==> config.mk <==
export PLATFORM = sky130hd
export DESIGN_NAME = npch_handler
export DESIGN_NICKNAME = d
export VERILOG_FILES = /design/src/rtl/npch_pkg.sv /design/src/rtl/npch_store_if.sv /design/src/rtl/npch_handler.sv /design/src/rtl/npch_pwd_store.sv
export SDC_FILE = /design/constraint.sdc
export NUM_CORES = 1
export LEC_CHECK = 0
export BUFFER_PORTS_ARGS = -buffer_cell sky130_fd_sc_hd__buf_2
export CAP_MARGIN = 20
export CORE_UTILIZATION = 45
export DETAILED_ROUTE_END_ITERATION = 10
export GPL_TIMING_DRIVEN = 0
export PLACE_DENSITY = 0.67
export RECOVER_POWER = 100
export SYNTH_ARGS = -nofsm -noshare
export SYNTH_HDL_FRONTEND = slang
export SYNTH_HIERARCHICAL = 1
export SYNTH_SLANG_ARGS = --single-unit
==> constraint.sdc <==
create_clock -name clk_i -period 21.1 [get_ports clk_i]
set_input_delay 5.275 -clock clk_i [delete_from_list [all_inputs] [get_ports clk_i]]
set_output_delay 5.275 -clock clk_i [all_outputs]
set_load 0.05 [all_outputs]
==> src/rtl/npch_pkg.sv <==
// constants shared by the password command handler and its password store
package npch_pkg;

   // ---------------------------------------------------------------
   // command header codes
   // ---------------------------------------------------------------
   localparam logic [7:0] CLA_ISO     = 8'h00;
   localparam logic [7:0] INS_CHANGE  = 8'h24;
   localparam logic [7:0] INS_ENABLE  = 8'h28;
   localparam logic [7:0] INS_DISABLE = 8'h26;
   localparam logic [7:0] LC_PWD      = 8'h10;
   localparam logic [7:0] P1_NONE     = 8'h00;

   // low five bits of the parameter field name the password
   localparam logic [4:0] PWD_ID_READ  = 5'h01;
   localparam logic [4:0] PWD_ID_WRITE = 5'h02;
   localparam int         PWD_ID_LSB   = 0;

   // ---------------------------------------------------------------
   // status words
   // ---------------------------------------------------------------
   localparam logic [15:0] SW_OK          = 16'h9000;
   localparam logic [15:0] SW_UPD_FAIL    = 16'h6581;
   localparam logic [15:0] SW_FILE_STRUCT = 16'h6981;
   localparam logic [15:0] SW_SECURITY    = 16'h6982;
   localparam logic [15:0] SW_BAD_DATA    = 16'h6A80;
   localparam logic [15:0] SW_NOT_FOUND   = 16'h6A82;
   localparam logic [15:0] SW_BAD_P1P2    = 16'h6A86;
   localparam logic [15:0] SW_RETRY_BASE  = 16'h63C0;

   // ---------------------------------------------------------------
   // selected file codes
   // ---------------------------------------------------------------
   localparam logic [1:0] FILE_NONE = 2'h0;
   localparam logic [1:0] FILE_CC   = 2'h1;
   localparam logic [1:0] FILE_NDEF = 2'h2;
   localparam logic [1:0] FILE_SYS  = 2'h3;

   // ---------------------------------------------------------------
   // frame layout and counts
   // ---------------------------------------------------------------
   localparam logic [4:0] HDR_BYTES    = 5'h04;
   localparam logic [4:0] FRAME_PWD    = 5'h15;
   localparam logic [1:0] RETRY_MAX    = 2'h3;
   localparam int         PWD_BITS     = 128;

   // ---------------------------------------------------------------
   // reset values
   // ---------------------------------------------------------------
   localparam logic           RD_PROT_RST = 1'b0;
   localparam logic           WR_PROT_RST = 1'b0;
   localparam logic [127:0]   PWD_RST     = {8{16'h0000}};

   // ---------------------------------------------------------------
   // commit times and their cycle counts
   // ---------------------------------------------------------------
   localparam int CLK_MHZ     = 250;
   localparam int EN_TIME_US  = 5000;
   localparam int DIS_TIME_US = 6000;
   localparam int CHG_TIME_US = 6000;
   localparam int EN_CYCLES   = EN_TIME_US * CLK_MHZ;
   localparam int DIS_CYCLES  = DIS_TIME_US * CLK_MHZ;
   localparam int CHG_CYCLES  = CHG_TIME_US * CLK_MHZ;
   localparam int DLY_W       = 21;

endpackage

==> src/rtl/npch_store_if.sv <==
// carrier between the command handler and its password store
`timescale 1ns/10ps
interface npch_store_if;
   logic         we;
   logic         wsel_wr;
   logic [127:0] wdata;
   logic         rsel_wr;
   logic [127:0] rdata;

   modport ctl (output we, output wsel_wr, output wdata, output rsel_wr, input rdata);
   modport mem (input we, input wsel_wr, input wdata, input rsel_wr, output rdata);
endinterface

==> src/rtl/npch_handler.sv <==
// password change and protection enable/disable command handler
//
// Functional notes
// - class 00 ins 24 replaces read or write password of selected file
// - password change carries length byte 10h and sixteen data bytes
// - password change without password data answers an error status
// - command runs only with satisfied security, else status 6982
// - change reports 9000, 6581, 6981, 6A80 as the case may be
// - class 00 ins 28 switches on password protection of the file
// - enable has no length, data or expected length; parameter selects
// - low five parameter bits identify the verified password
// - enable answers about 5 ms after the command when committing
// - enable reports 9000, 6981, 6A80, 6A82, 6A86 as the case may be
// - class 00 ins 26 removes protection from read or write access
// - disable answers about 6 ms after the command when committing
// - disable answers 6A80 on cc or system file, 6581 on failure
// - successful verify grants access for the whole selected file
// - three password checks per session, remaining count in status
`timescale 1ns/10ps
module npch_handler #(
   parameter int unsigned EN_DELAY  = npch_pkg::EN_CYCLES,
   parameter int unsigned DIS_DELAY = npch_pkg::DIS_CYCLES,
   parameter int unsigned CHG_DELAY = npch_pkg::CHG_CYCLES
) (
   input  wire logic         clk_i,
   input  wire logic         rst_i,
   input  wire logic         ce_i,
   input  wire logic         cmd_valid_i,
   input  wire logic [7:0]   cmd_byte_i,
   input  wire logic         cmd_last_i,
   output logic              cmd_ready_o,
   output logic              rsp_valid_o,
   output logic [15:0]       rsp_sw_o,
   input  wire logic         rsp_ready_i,
   input  wire logic         session_end_i,
   input  wire logic [1:0]   file_sel_i,
   input  wire logic         verify_pass_i,
   input  wire logic         verify_fail_i,
   output logic [15:0]       retry_sw_o,
   output logic              wr_granted_o,
   input  wire logic         pwd_rd_wr_i,
   output logic [127:0]      pwd_rd_data_o,
   input  wire logic         eeprom_fail_i,
   output logic              rd_prot_o,
   output logic              wr_prot_o,
   output logic              busy_o
);

   typedef enum logic [1:0] {ST_RX, ST_CHECK, ST_BUSY, ST_RESP} npch_state_type;

   npch_state_type state_r;
   logic [7:0]     cla_r, ins_r, p1_r, p2_r, lc_r;
   logic [4:0]     idx_r;
   logic           ovf_r;
   logic [127:0]   buf_r;
   logic [npch_pkg::DLY_W-1:0] dly_r;
   logic [15:0]    chk_sw;
   logic           ours;
   logic           sel_wr;
   logic           wr_ver_r;
   logic [1:0]     retries_r;
   logic [1:0]     file_prev_r;
   logic           rd_prot_r, wr_prot_r;
   logic           commit;

   npch_store_if st ();

   npch_pwd_store u_store (
      .clk_i (clk_i),
      .rst_i (rst_i),
      .ce_i  (ce_i),
      .st    (st.mem)
   );

   // ---------------------------------------------------------------
   // shared front checks: parameter, file presence, file type
   // ---------------------------------------------------------------
   function automatic logic [15:0] front_check(input logic [7:0] p1,
                                               input logic [7:0] p2,
                                               input logic [1:0] file,
                                               input logic [15:0] wrong_file);
      logic [4:0] id;
      id = p2[npch_pkg::PWD_ID_LSB +: 5];
      if (p1 != npch_pkg::P1_NONE ||
          (id != npch_pkg::PWD_ID_READ && id != npch_pkg::PWD_ID_WRITE)) begin
         front_check = npch_pkg::SW_BAD_P1P2;
      end else if (file == npch_pkg::FILE_NONE) begin
         front_check = npch_pkg::SW_NOT_FOUND;
      end else if (file != npch_pkg::FILE_NDEF) begin
         front_check = wrong_file;
      end else begin
         front_check = npch_pkg::SW_OK;
      end
   endfunction

   assign sel_wr = (p2_r[npch_pkg::PWD_ID_LSB +: 5] == npch_pkg::PWD_ID_WRITE);
   assign ours   = (cla_r == npch_pkg::CLA_ISO) && (idx_r >= npch_pkg::HDR_BYTES) &&
                   (ins_r == npch_pkg::INS_CHANGE || ins_r == npch_pkg::INS_ENABLE ||
                    ins_r == npch_pkg::INS_DISABLE);

   // ---------------------------------------------------------------
   // status decision for the frame just received
   // ---------------------------------------------------------------
   always_comb begin
      chk_sw = npch_pkg::SW_OK;
      case (ins_r)
         npch_pkg::INS_CHANGE: begin
            chk_sw = front_check(p1_r, p2_r, file_sel_i, npch_pkg::SW_FILE_STRUCT);
            if (chk_sw == npch_pkg::SW_OK) begin
               if (ovf_r || idx_r != npch_pkg::FRAME_PWD || lc_r != npch_pkg::LC_PWD) begin
                  chk_sw = npch_pkg::SW_BAD_DATA;
               end else if (!wr_ver_r) begin
                  chk_sw = npch_pkg::SW_SECURITY;
               end
            end
         end
         npch_pkg::INS_ENABLE: begin
            chk_sw = front_check(p1_r, p2_r, file_sel_i, npch_pkg::SW_FILE_STRUCT);
            if (chk_sw == npch_pkg::SW_OK) begin
               if (ovf_r || idx_r != npch_pkg::HDR_BYTES) begin
                  chk_sw = npch_pkg::SW_BAD_DATA;
               end else if (!wr_ver_r) begin
                  chk_sw = npch_pkg::SW_SECURITY;
               end
            end
         end
         default: begin
            chk_sw = front_check(p1_r, p2_r, file_sel_i, npch_pkg::SW_BAD_DATA);
            if (chk_sw == npch_pkg::SW_OK) begin
               if (ovf_r || idx_r != npch_pkg::HDR_BYTES) begin
                  chk_sw = npch_pkg::SW_BAD_DATA;
               end else if (!wr_ver_r) begin
                  chk_sw = npch_pkg::SW_SECURITY;
               end
            end
         end
      endcase
   end

   assign commit = (state_r == ST_BUSY) && (dly_r == '0) && !eeprom_fail_i;

   // ---------------------------------------------------------------
   // command sequencer: receive, check, commit, answer
   // ---------------------------------------------------------------
   always_ff @(posedge clk_i or posedge rst_i) begin
      if (rst_i) begin
         state_r  <= ST_RX;
         dly_r    <= '0;
         rsp_sw_o <= npch_pkg::SW_OK;
      end else if (ce_i) begin
         case (state_r)
            ST_RX: begin
               if (cmd_valid_i && cmd_last_i) begin
                  state_r <= ST_CHECK;
               end
            end
            ST_CHECK: begin
               if (!ours) begin
                  state_r <= ST_RX; // frames for other handlers pass silently
               end else if (chk_sw != npch_pkg::SW_OK) begin
                  rsp_sw_o <= chk_sw;
                  state_r  <= ST_RESP;
               end else begin
                  state_r <= ST_BUSY;
                  if (ins_r == npch_pkg::INS_ENABLE) begin
                     dly_r <= npch_pkg::DLY_W'(EN_DELAY - 1);
                  end else if (ins_r == npch_pkg::INS_DISABLE) begin
                     dly_r <= npch_pkg::DLY_W'(DIS_DELAY - 1);
                  end else begin
                     dly_r <= npch_pkg::DLY_W'(CHG_DELAY - 1);
                  end
               end
            end
            ST_BUSY: begin
               if (dly_r != '0) begin
                  dly_r <= dly_r - 1'b1;
               end else begin
                  rsp_sw_o <= eeprom_fail_i ? npch_pkg::SW_UPD_FAIL : npch_pkg::SW_OK;
                  state_r  <= ST_RESP;
               end
            end
            ST_RESP: begin
               if (rsp_ready_i) begin
                  state_r <= ST_RX;
               end
            end
            default: state_r <= ST_RX;
         endcase
      end
   end

   // ---------------------------------------------------------------
   // frame capture; bytes past the password are flagged and still shifted into the buffer
   // ---------------------------------------------------------------
   always_ff @(posedge clk_i or posedge rst_i) begin
      if (rst_i) begin
         idx_r <= '0;
         ovf_r <= 1'b0;
         cla_r <= 8'h00;
         ins_r <= 8'h00;
         p1_r  <= 8'h00;
         p2_r  <= 8'h00;
         lc_r  <= 8'h00;
         buf_r <= npch_pkg::PWD_RST;
      end else if (ce_i) begin
         if (state_r == ST_RESP || (state_r == ST_CHECK && !ours)) begin
            idx_r <= '0;
            ovf_r <= 1'b0;
            lc_r  <= 8'h00;
         end else if (state_r == ST_RX && cmd_valid_i) begin
            case (idx_r)
               5'h00:   cla_r <= cmd_byte_i;
               5'h01:   ins_r <= cmd_byte_i;
               5'h02:   p1_r  <= cmd_byte_i;
               5'h03:   p2_r  <= cmd_byte_i;
               5'h04:   lc_r  <= cmd_byte_i;
               default: buf_r <= {buf_r[119:0], cmd_byte_i}; // first byte ends up msb
            endcase
            if (idx_r == npch_pkg::FRAME_PWD) begin
               ovf_r <= 1'b1;
            end else begin
               idx_r <= idx_r + 1'b1;
            end
         end
      end
   end

   // ---------------------------------------------------------------
   // session security: write grant and retry budget
   // ---------------------------------------------------------------
   always_ff @(posedge clk_i or posedge rst_i) begin
      if (rst_i) begin
         wr_ver_r    <= 1'b0;
         retries_r   <= npch_pkg::RETRY_MAX;
         file_prev_r <= npch_pkg::FILE_NONE;
      end else if (ce_i) begin
         file_prev_r <= file_sel_i;
         if (session_end_i) begin
            wr_ver_r  <= 1'b0;
            retries_r <= npch_pkg::RETRY_MAX;
         end else begin
            // a failed check costs a retry while any remain, file change or not
            if (verify_fail_i && retries_r != 2'h0) retries_r <= retries_r - 1'b1;
            if (file_sel_i != file_prev_r) wr_ver_r <= 1'b0;
            else if (verify_pass_i && retries_r != 2'h0) wr_ver_r <= 1'b1;
         end
      end
   end

   // ---------------------------------------------------------------
   // protection flags, changed only when the commit succeeds
   // ---------------------------------------------------------------
   always_ff @(posedge clk_i or posedge rst_i) begin
      if (rst_i) begin
         rd_prot_r <= npch_pkg::RD_PROT_RST;
         wr_prot_r <= npch_pkg::WR_PROT_RST;
      end else if (ce_i && commit) begin
         if (ins_r == npch_pkg::INS_ENABLE) begin
            if (sel_wr) wr_prot_r <= 1'b1;
            else rd_prot_r <= 1'b1;
         end else if (ins_r == npch_pkg::INS_DISABLE) begin
            if (sel_wr) wr_prot_r <= 1'b0;
            else rd_prot_r <= 1'b0;
         end
      end
   end

   // password write happens on the same commit edge as the status update
   assign st.we      = ce_i && commit && (ins_r == npch_pkg::INS_CHANGE);
   assign st.wsel_wr = sel_wr;
   assign st.wdata   = buf_r;
   assign st.rsel_wr = pwd_rd_wr_i;

   // ---------------------------------------------------------------
   // outputs
   // ---------------------------------------------------------------
   assign cmd_ready_o   = (state_r == ST_RX);
   assign rsp_valid_o   = (state_r == ST_RESP);
   assign busy_o        = (state_r == ST_BUSY);
   assign retry_sw_o    = npch_pkg::SW_RETRY_BASE | {14'h0000, retries_r};
   assign wr_granted_o  = wr_ver_r;
   assign pwd_rd_data_o = st.rdata;
   assign rd_prot_o     = rd_prot_r;
   assign wr_prot_o     = wr_prot_r;

endmodule

==> src/rtl/npch_pwd_store.sv <==
// storage of the read and write passwords with registered read data
`timescale 1ns/10ps
module npch_pwd_store (
   input  wire logic   clk_i,
   input  wire logic   rst_i,
   input  wire logic   ce_i,
   npch_store_if.mem   st
);

   logic [127:0] pwd_r [2];

   // ---------------------------------------------------------------
   // write port: index 1 holds the write password
   // ---------------------------------------------------------------
   always_ff @(posedge clk_i or posedge rst_i) begin
      if (rst_i) begin
         pwd_r[0] <= npch_pkg::PWD_RST;
         pwd_r[1] <= npch_pkg::PWD_RST;
      end else if (ce_i && st.we) begin
         pwd_r[st.wsel_wr] <= st.wdata;
      end
   end

   // read data registered so the compare path outside sees a clean flop
   always_ff @(posedge clk_i or posedge rst_i) begin
      if (rst_i) begin
         st.rdata <= npch_pkg::PWD_RST;
      end else if (ce_i) begin
         st.rdata <= pwd_r[st.rsel_wr];
      end
   end

endmodule

==> impl_metrics.csv <==
group,metric,value,unit
status,status,"finished, violations left",
status,violations,"max-capacitance violations, max-slew violations",
critical_path,crit_fanout,107,
timing,final_max_slew_viol_count,355,
pwr,p_sw_share,28.2,%
clock_tree,cts_tree,"done",
cells_and_area,final_util,51.0,%
timing,worst_pin_slew,5.86,ns
global_routing,grt_first_pass_wirelength,88.9,mm
critical_path,reg2reg_depth,9,
pwr,total_power,2820,uW
clock_tree,clk_path_buf_depth,3,
floorplanning,fp.coreArea,55400,sq um
detailed_routing,wl_per_cell,19.0,microns
floorplanning,rows,86,
placement,finalWeightedCongestion,0.832,
clock_tree,clock_sinks,594,
critical_path,crit_path_end_kind,"asynchronous set/reset pin",
placement,io_buffers,166,
critical_path,start_kind,"input pin",
synthesis,synth_area,25300,sq um
critical_path,path_common_cell,"clkbuf_1",
clock_tree,cts_made_buffers,60,
floorplanning,fp.dieH,239,microns
pwr,p_leak,0.0140,uW
cells_and_area,final_common_cell,"dfrtp_1",
timing,rsz0062_at_grt,"no",
floorplanning,io_pins,187,
detailed_routing,vias_per_cell,5.21,
critical_path,critical_path.top_delay_family,"buffers and inverters",
global_routing,grt_pass1_vias,15800,
synthesis,synth_edf_count,0,
global_routing,grt_use_total,19.5,%
timing,hold_viol,0,
timing,setup_slack,9.36,ns
global_routing,met1_usage,26.9,%
cells_and_area,final_cell_mix,"591 x dfrtp_1, 232 x clkbuf_1, 213 x mux2_2, 186 x mux2_1, 172 x nor2_1",
timing,setup_viol,0,
detailed_routing,final_antenna_net_count,0,
floorplanning,start_util,45.7,%
clock_tree,clk_pin_slew,0.06,ns
critical_path,arrival,11.03,ns
detailed_routing,drcViolationCount,0,
flow_run,max_cap_viol_count,4,
hold_path,min_path_type,"register to register",
clock_tree,clockRootBuffer,"clkbuf_16",
critical_path,cpPeakStageDelay,4.18,ns
synthesis,ys_types,64,
pwr,net-switching-power,797,uW
synthesis,netlist_instances,1825,
global_routing,grt_start_max_net_pins,126,
timing,fmax,85.2,MHz
hold_path,min_path_cells,1,
critical_path,worstSetupPathType,"input pin to asynchronous set/reset pin",
clock_tree,ctsHtreeMaxLevel,2,
placement,pre_cts_ws,13.18,ns
critical_path,crit_chain,"clkbuf_1 > clkinvlp_2 > clkbuf_1",
detailed_routing,drt_iter0_drc,915,
cells_and_area,nets,2100,
pwr,power_frac_seq,45.8,%
global_routing,top_usage_layer,"met2",
timing,min_period,11.74,ns
placement,place_hpwl,36.9,mm
critical_path,cp-startpoint,"rst_i",
synthesis,avgSynthCellArea,13.9,sq um
pwr,combPwrFrac,14.2,%
cells_and_area,area_growth,11.6,%
global_routing,grtUsageMet3,4.08,%
detailed_routing,dr.pass1.iters,5,
floorplanning,die_x,239,microns
cells_and_area,final_layout_size_suffix_gt1_share,19.5,%
pwr,pwr-share-clk,40.0,%
synthesis,async_flop_share,100,%
clock_tree,worstSkewPairLatency,0.63,ns
cells_and_area,fillers,4855,
timing,clock-skew-final,0.0188,ns
critical_path,cp.required,20.39,ns
global_routing,met2_usage,31.8,%
critical_path,cp_slowest_cell,"clkbuf_1",
pwr,p_per_area,99.9,nW/um^2
hold_path,hold_start,"dly_r[20]$_DFFE_PP0P_",
floorplanning,fp.dieArea,57300,sq um
critical_path,cp_num_buf_inv,3,
pwr,irDropWorstVdd,0.0888,mV
synthesis,synthFlopType,"dfrtp_1",
detailed_routing,vias,15000,
synthesis,ys_warn_count,6,
timing,maxSlewHeadroom,-291,%
timing,tns,0,ns
cells_and_area,diodes,0,
synthesis,ys_ff_latch,594,
pwr,internal-power,2030,uW
critical_path,cp_num_cells,3,
global_routing,grt-ovfl-total,0,
clock_tree,cts_setup_buffers,0,
clock_tree,cts-resized-gates,0,
synthesis,seq_area_frac_synth,58.7,%
clock_tree,ctsHoldBuffers,0,
timing,period_share,55.7,%
detailed_routing,wirelength,54.6,mm
global_routing,antenna_found_initial,0,
critical_path,reg2reg_from,"dly_r[9]$_DFFE_PP0P_",
-- registers in the layout (all words and copies together), names as in the netlist, 5 cells and up, named ones only --
| name | flops |
|---|---|
| cla_r | 8 |
| rsp_sw_o | 9 |
| ins_r | 8 |
| idx_r | 5 |
| u_store/pwd_r | 256 |
| p1_r | 8 |
| dly_r | 21 |
| lc_r | 8 |
| p2_r | 5 |
| u_store/st.rdata | 128 |
| buf_r | 128 |
-- final cells by class --
type	instances	area (sq um)	share of cell area, %
Sequential cell	594	14900	52.6
Multi-Input combinational cell	1110	8970	31.7
Clock buffer	84	1750	6.20
Tap cell	748	936	3.31
Timing Repair Buffer	170	706	2.50
Buffer	119	591	2.09
Clock inverter	28	387	1.37
Inverter	18	70.1	0.248
-- metal layers --
layer	vias up	routed length, microns
met5	-	0
met4	0	847
met3	69	2510
met2	263	26300
met1	7714	24900
li1	6925	-
-- worst register-to-register path, delay by kind of cell, from the launching register on --
kind,cells,cell delay (ns)
buffers and inverters,2,0.85
DFF,1,0.43
and+or+nand+nor,6,2.19
muxes,1,0.43
-- stage by stage --
step                      std cells  instance area, sq um  hold slack, ns
after floorplan                1841                 25400           0.446
after global placement         2755                 27200           0.460
after detailed placement       2759                 27300           0.461
after CTS                      2871                 29400           0.484
after global routing           2871                 28300           0.504
final                          2871                 28300           0.479
-- cell families after synthesis --
| group | share of synthesized area [%] |
|---|---|
| flip-flops | 58.7 |
| multiplexers | 26.8 |
| AND/OR/NAND/NOR | 5.27 |
| AO/OA/AOI/OAI | 5.24 |
| buffers and inverters | 3.49 |
| adder cells (fa/ha/maj) | 0.296 |
| XOR/XNOR | 0.207 |
| other | 0.0296 |
-- final timing paths --
kind | end | slack [ns]
min in group asynchronous | u_store/st.rdata[114]$_DFFE_PP0P_ | 5.31
hold / removal | dly_r[20]$_DFFE_PP0P_ | 0.48
setup reg to reg | u_store/pwd_r[101]$_DFFE_PP0P_ | 17.08
setup / recovery | u_store/st.rdata[36]$_DFFE_PP0P_ | 9.36
hold reg to reg | dly_r[20]$_DFFE_PP0P_ | 0.48
max in group clk_i | u_store/pwd_r[101]$_DFFE_PP0P_ | 13.08
-- synth_stat cells (all sizes together), types with 11 or more instances --
| master | n | area share, % |
|---|---|---|
| inv | 17 | 0.25 |
| o21ai | 36 | 0.71 |
| nor2 | 172 | 2.5 |
| mux2i | 130 | 5.1 |
| a21oi | 142 | 2.8 |
| mux2 | 421 | 22 |
| clkbuf | 33 | 0.49 |
| dfrtp | 591 | 58 |
| nor3 | 17 | 0.34 |
| nand3 | 11 | 0.24 |
| buf | 86 | 2.7 |
| nand2 | 48 | 0.72 |
-- power groups by stage --
stage	clock, uW	sequential (uW)	combinational, uW
3_3_place_gp	0	1310	400
5_1_grt	1210	1300	438
4_1_cts	1160	1290	415
2_1_floorplan	0	1370	242
6_report	1130	1290	402
3_5_place_dp	0	1310	413
(Power assumes the default switching activity.)
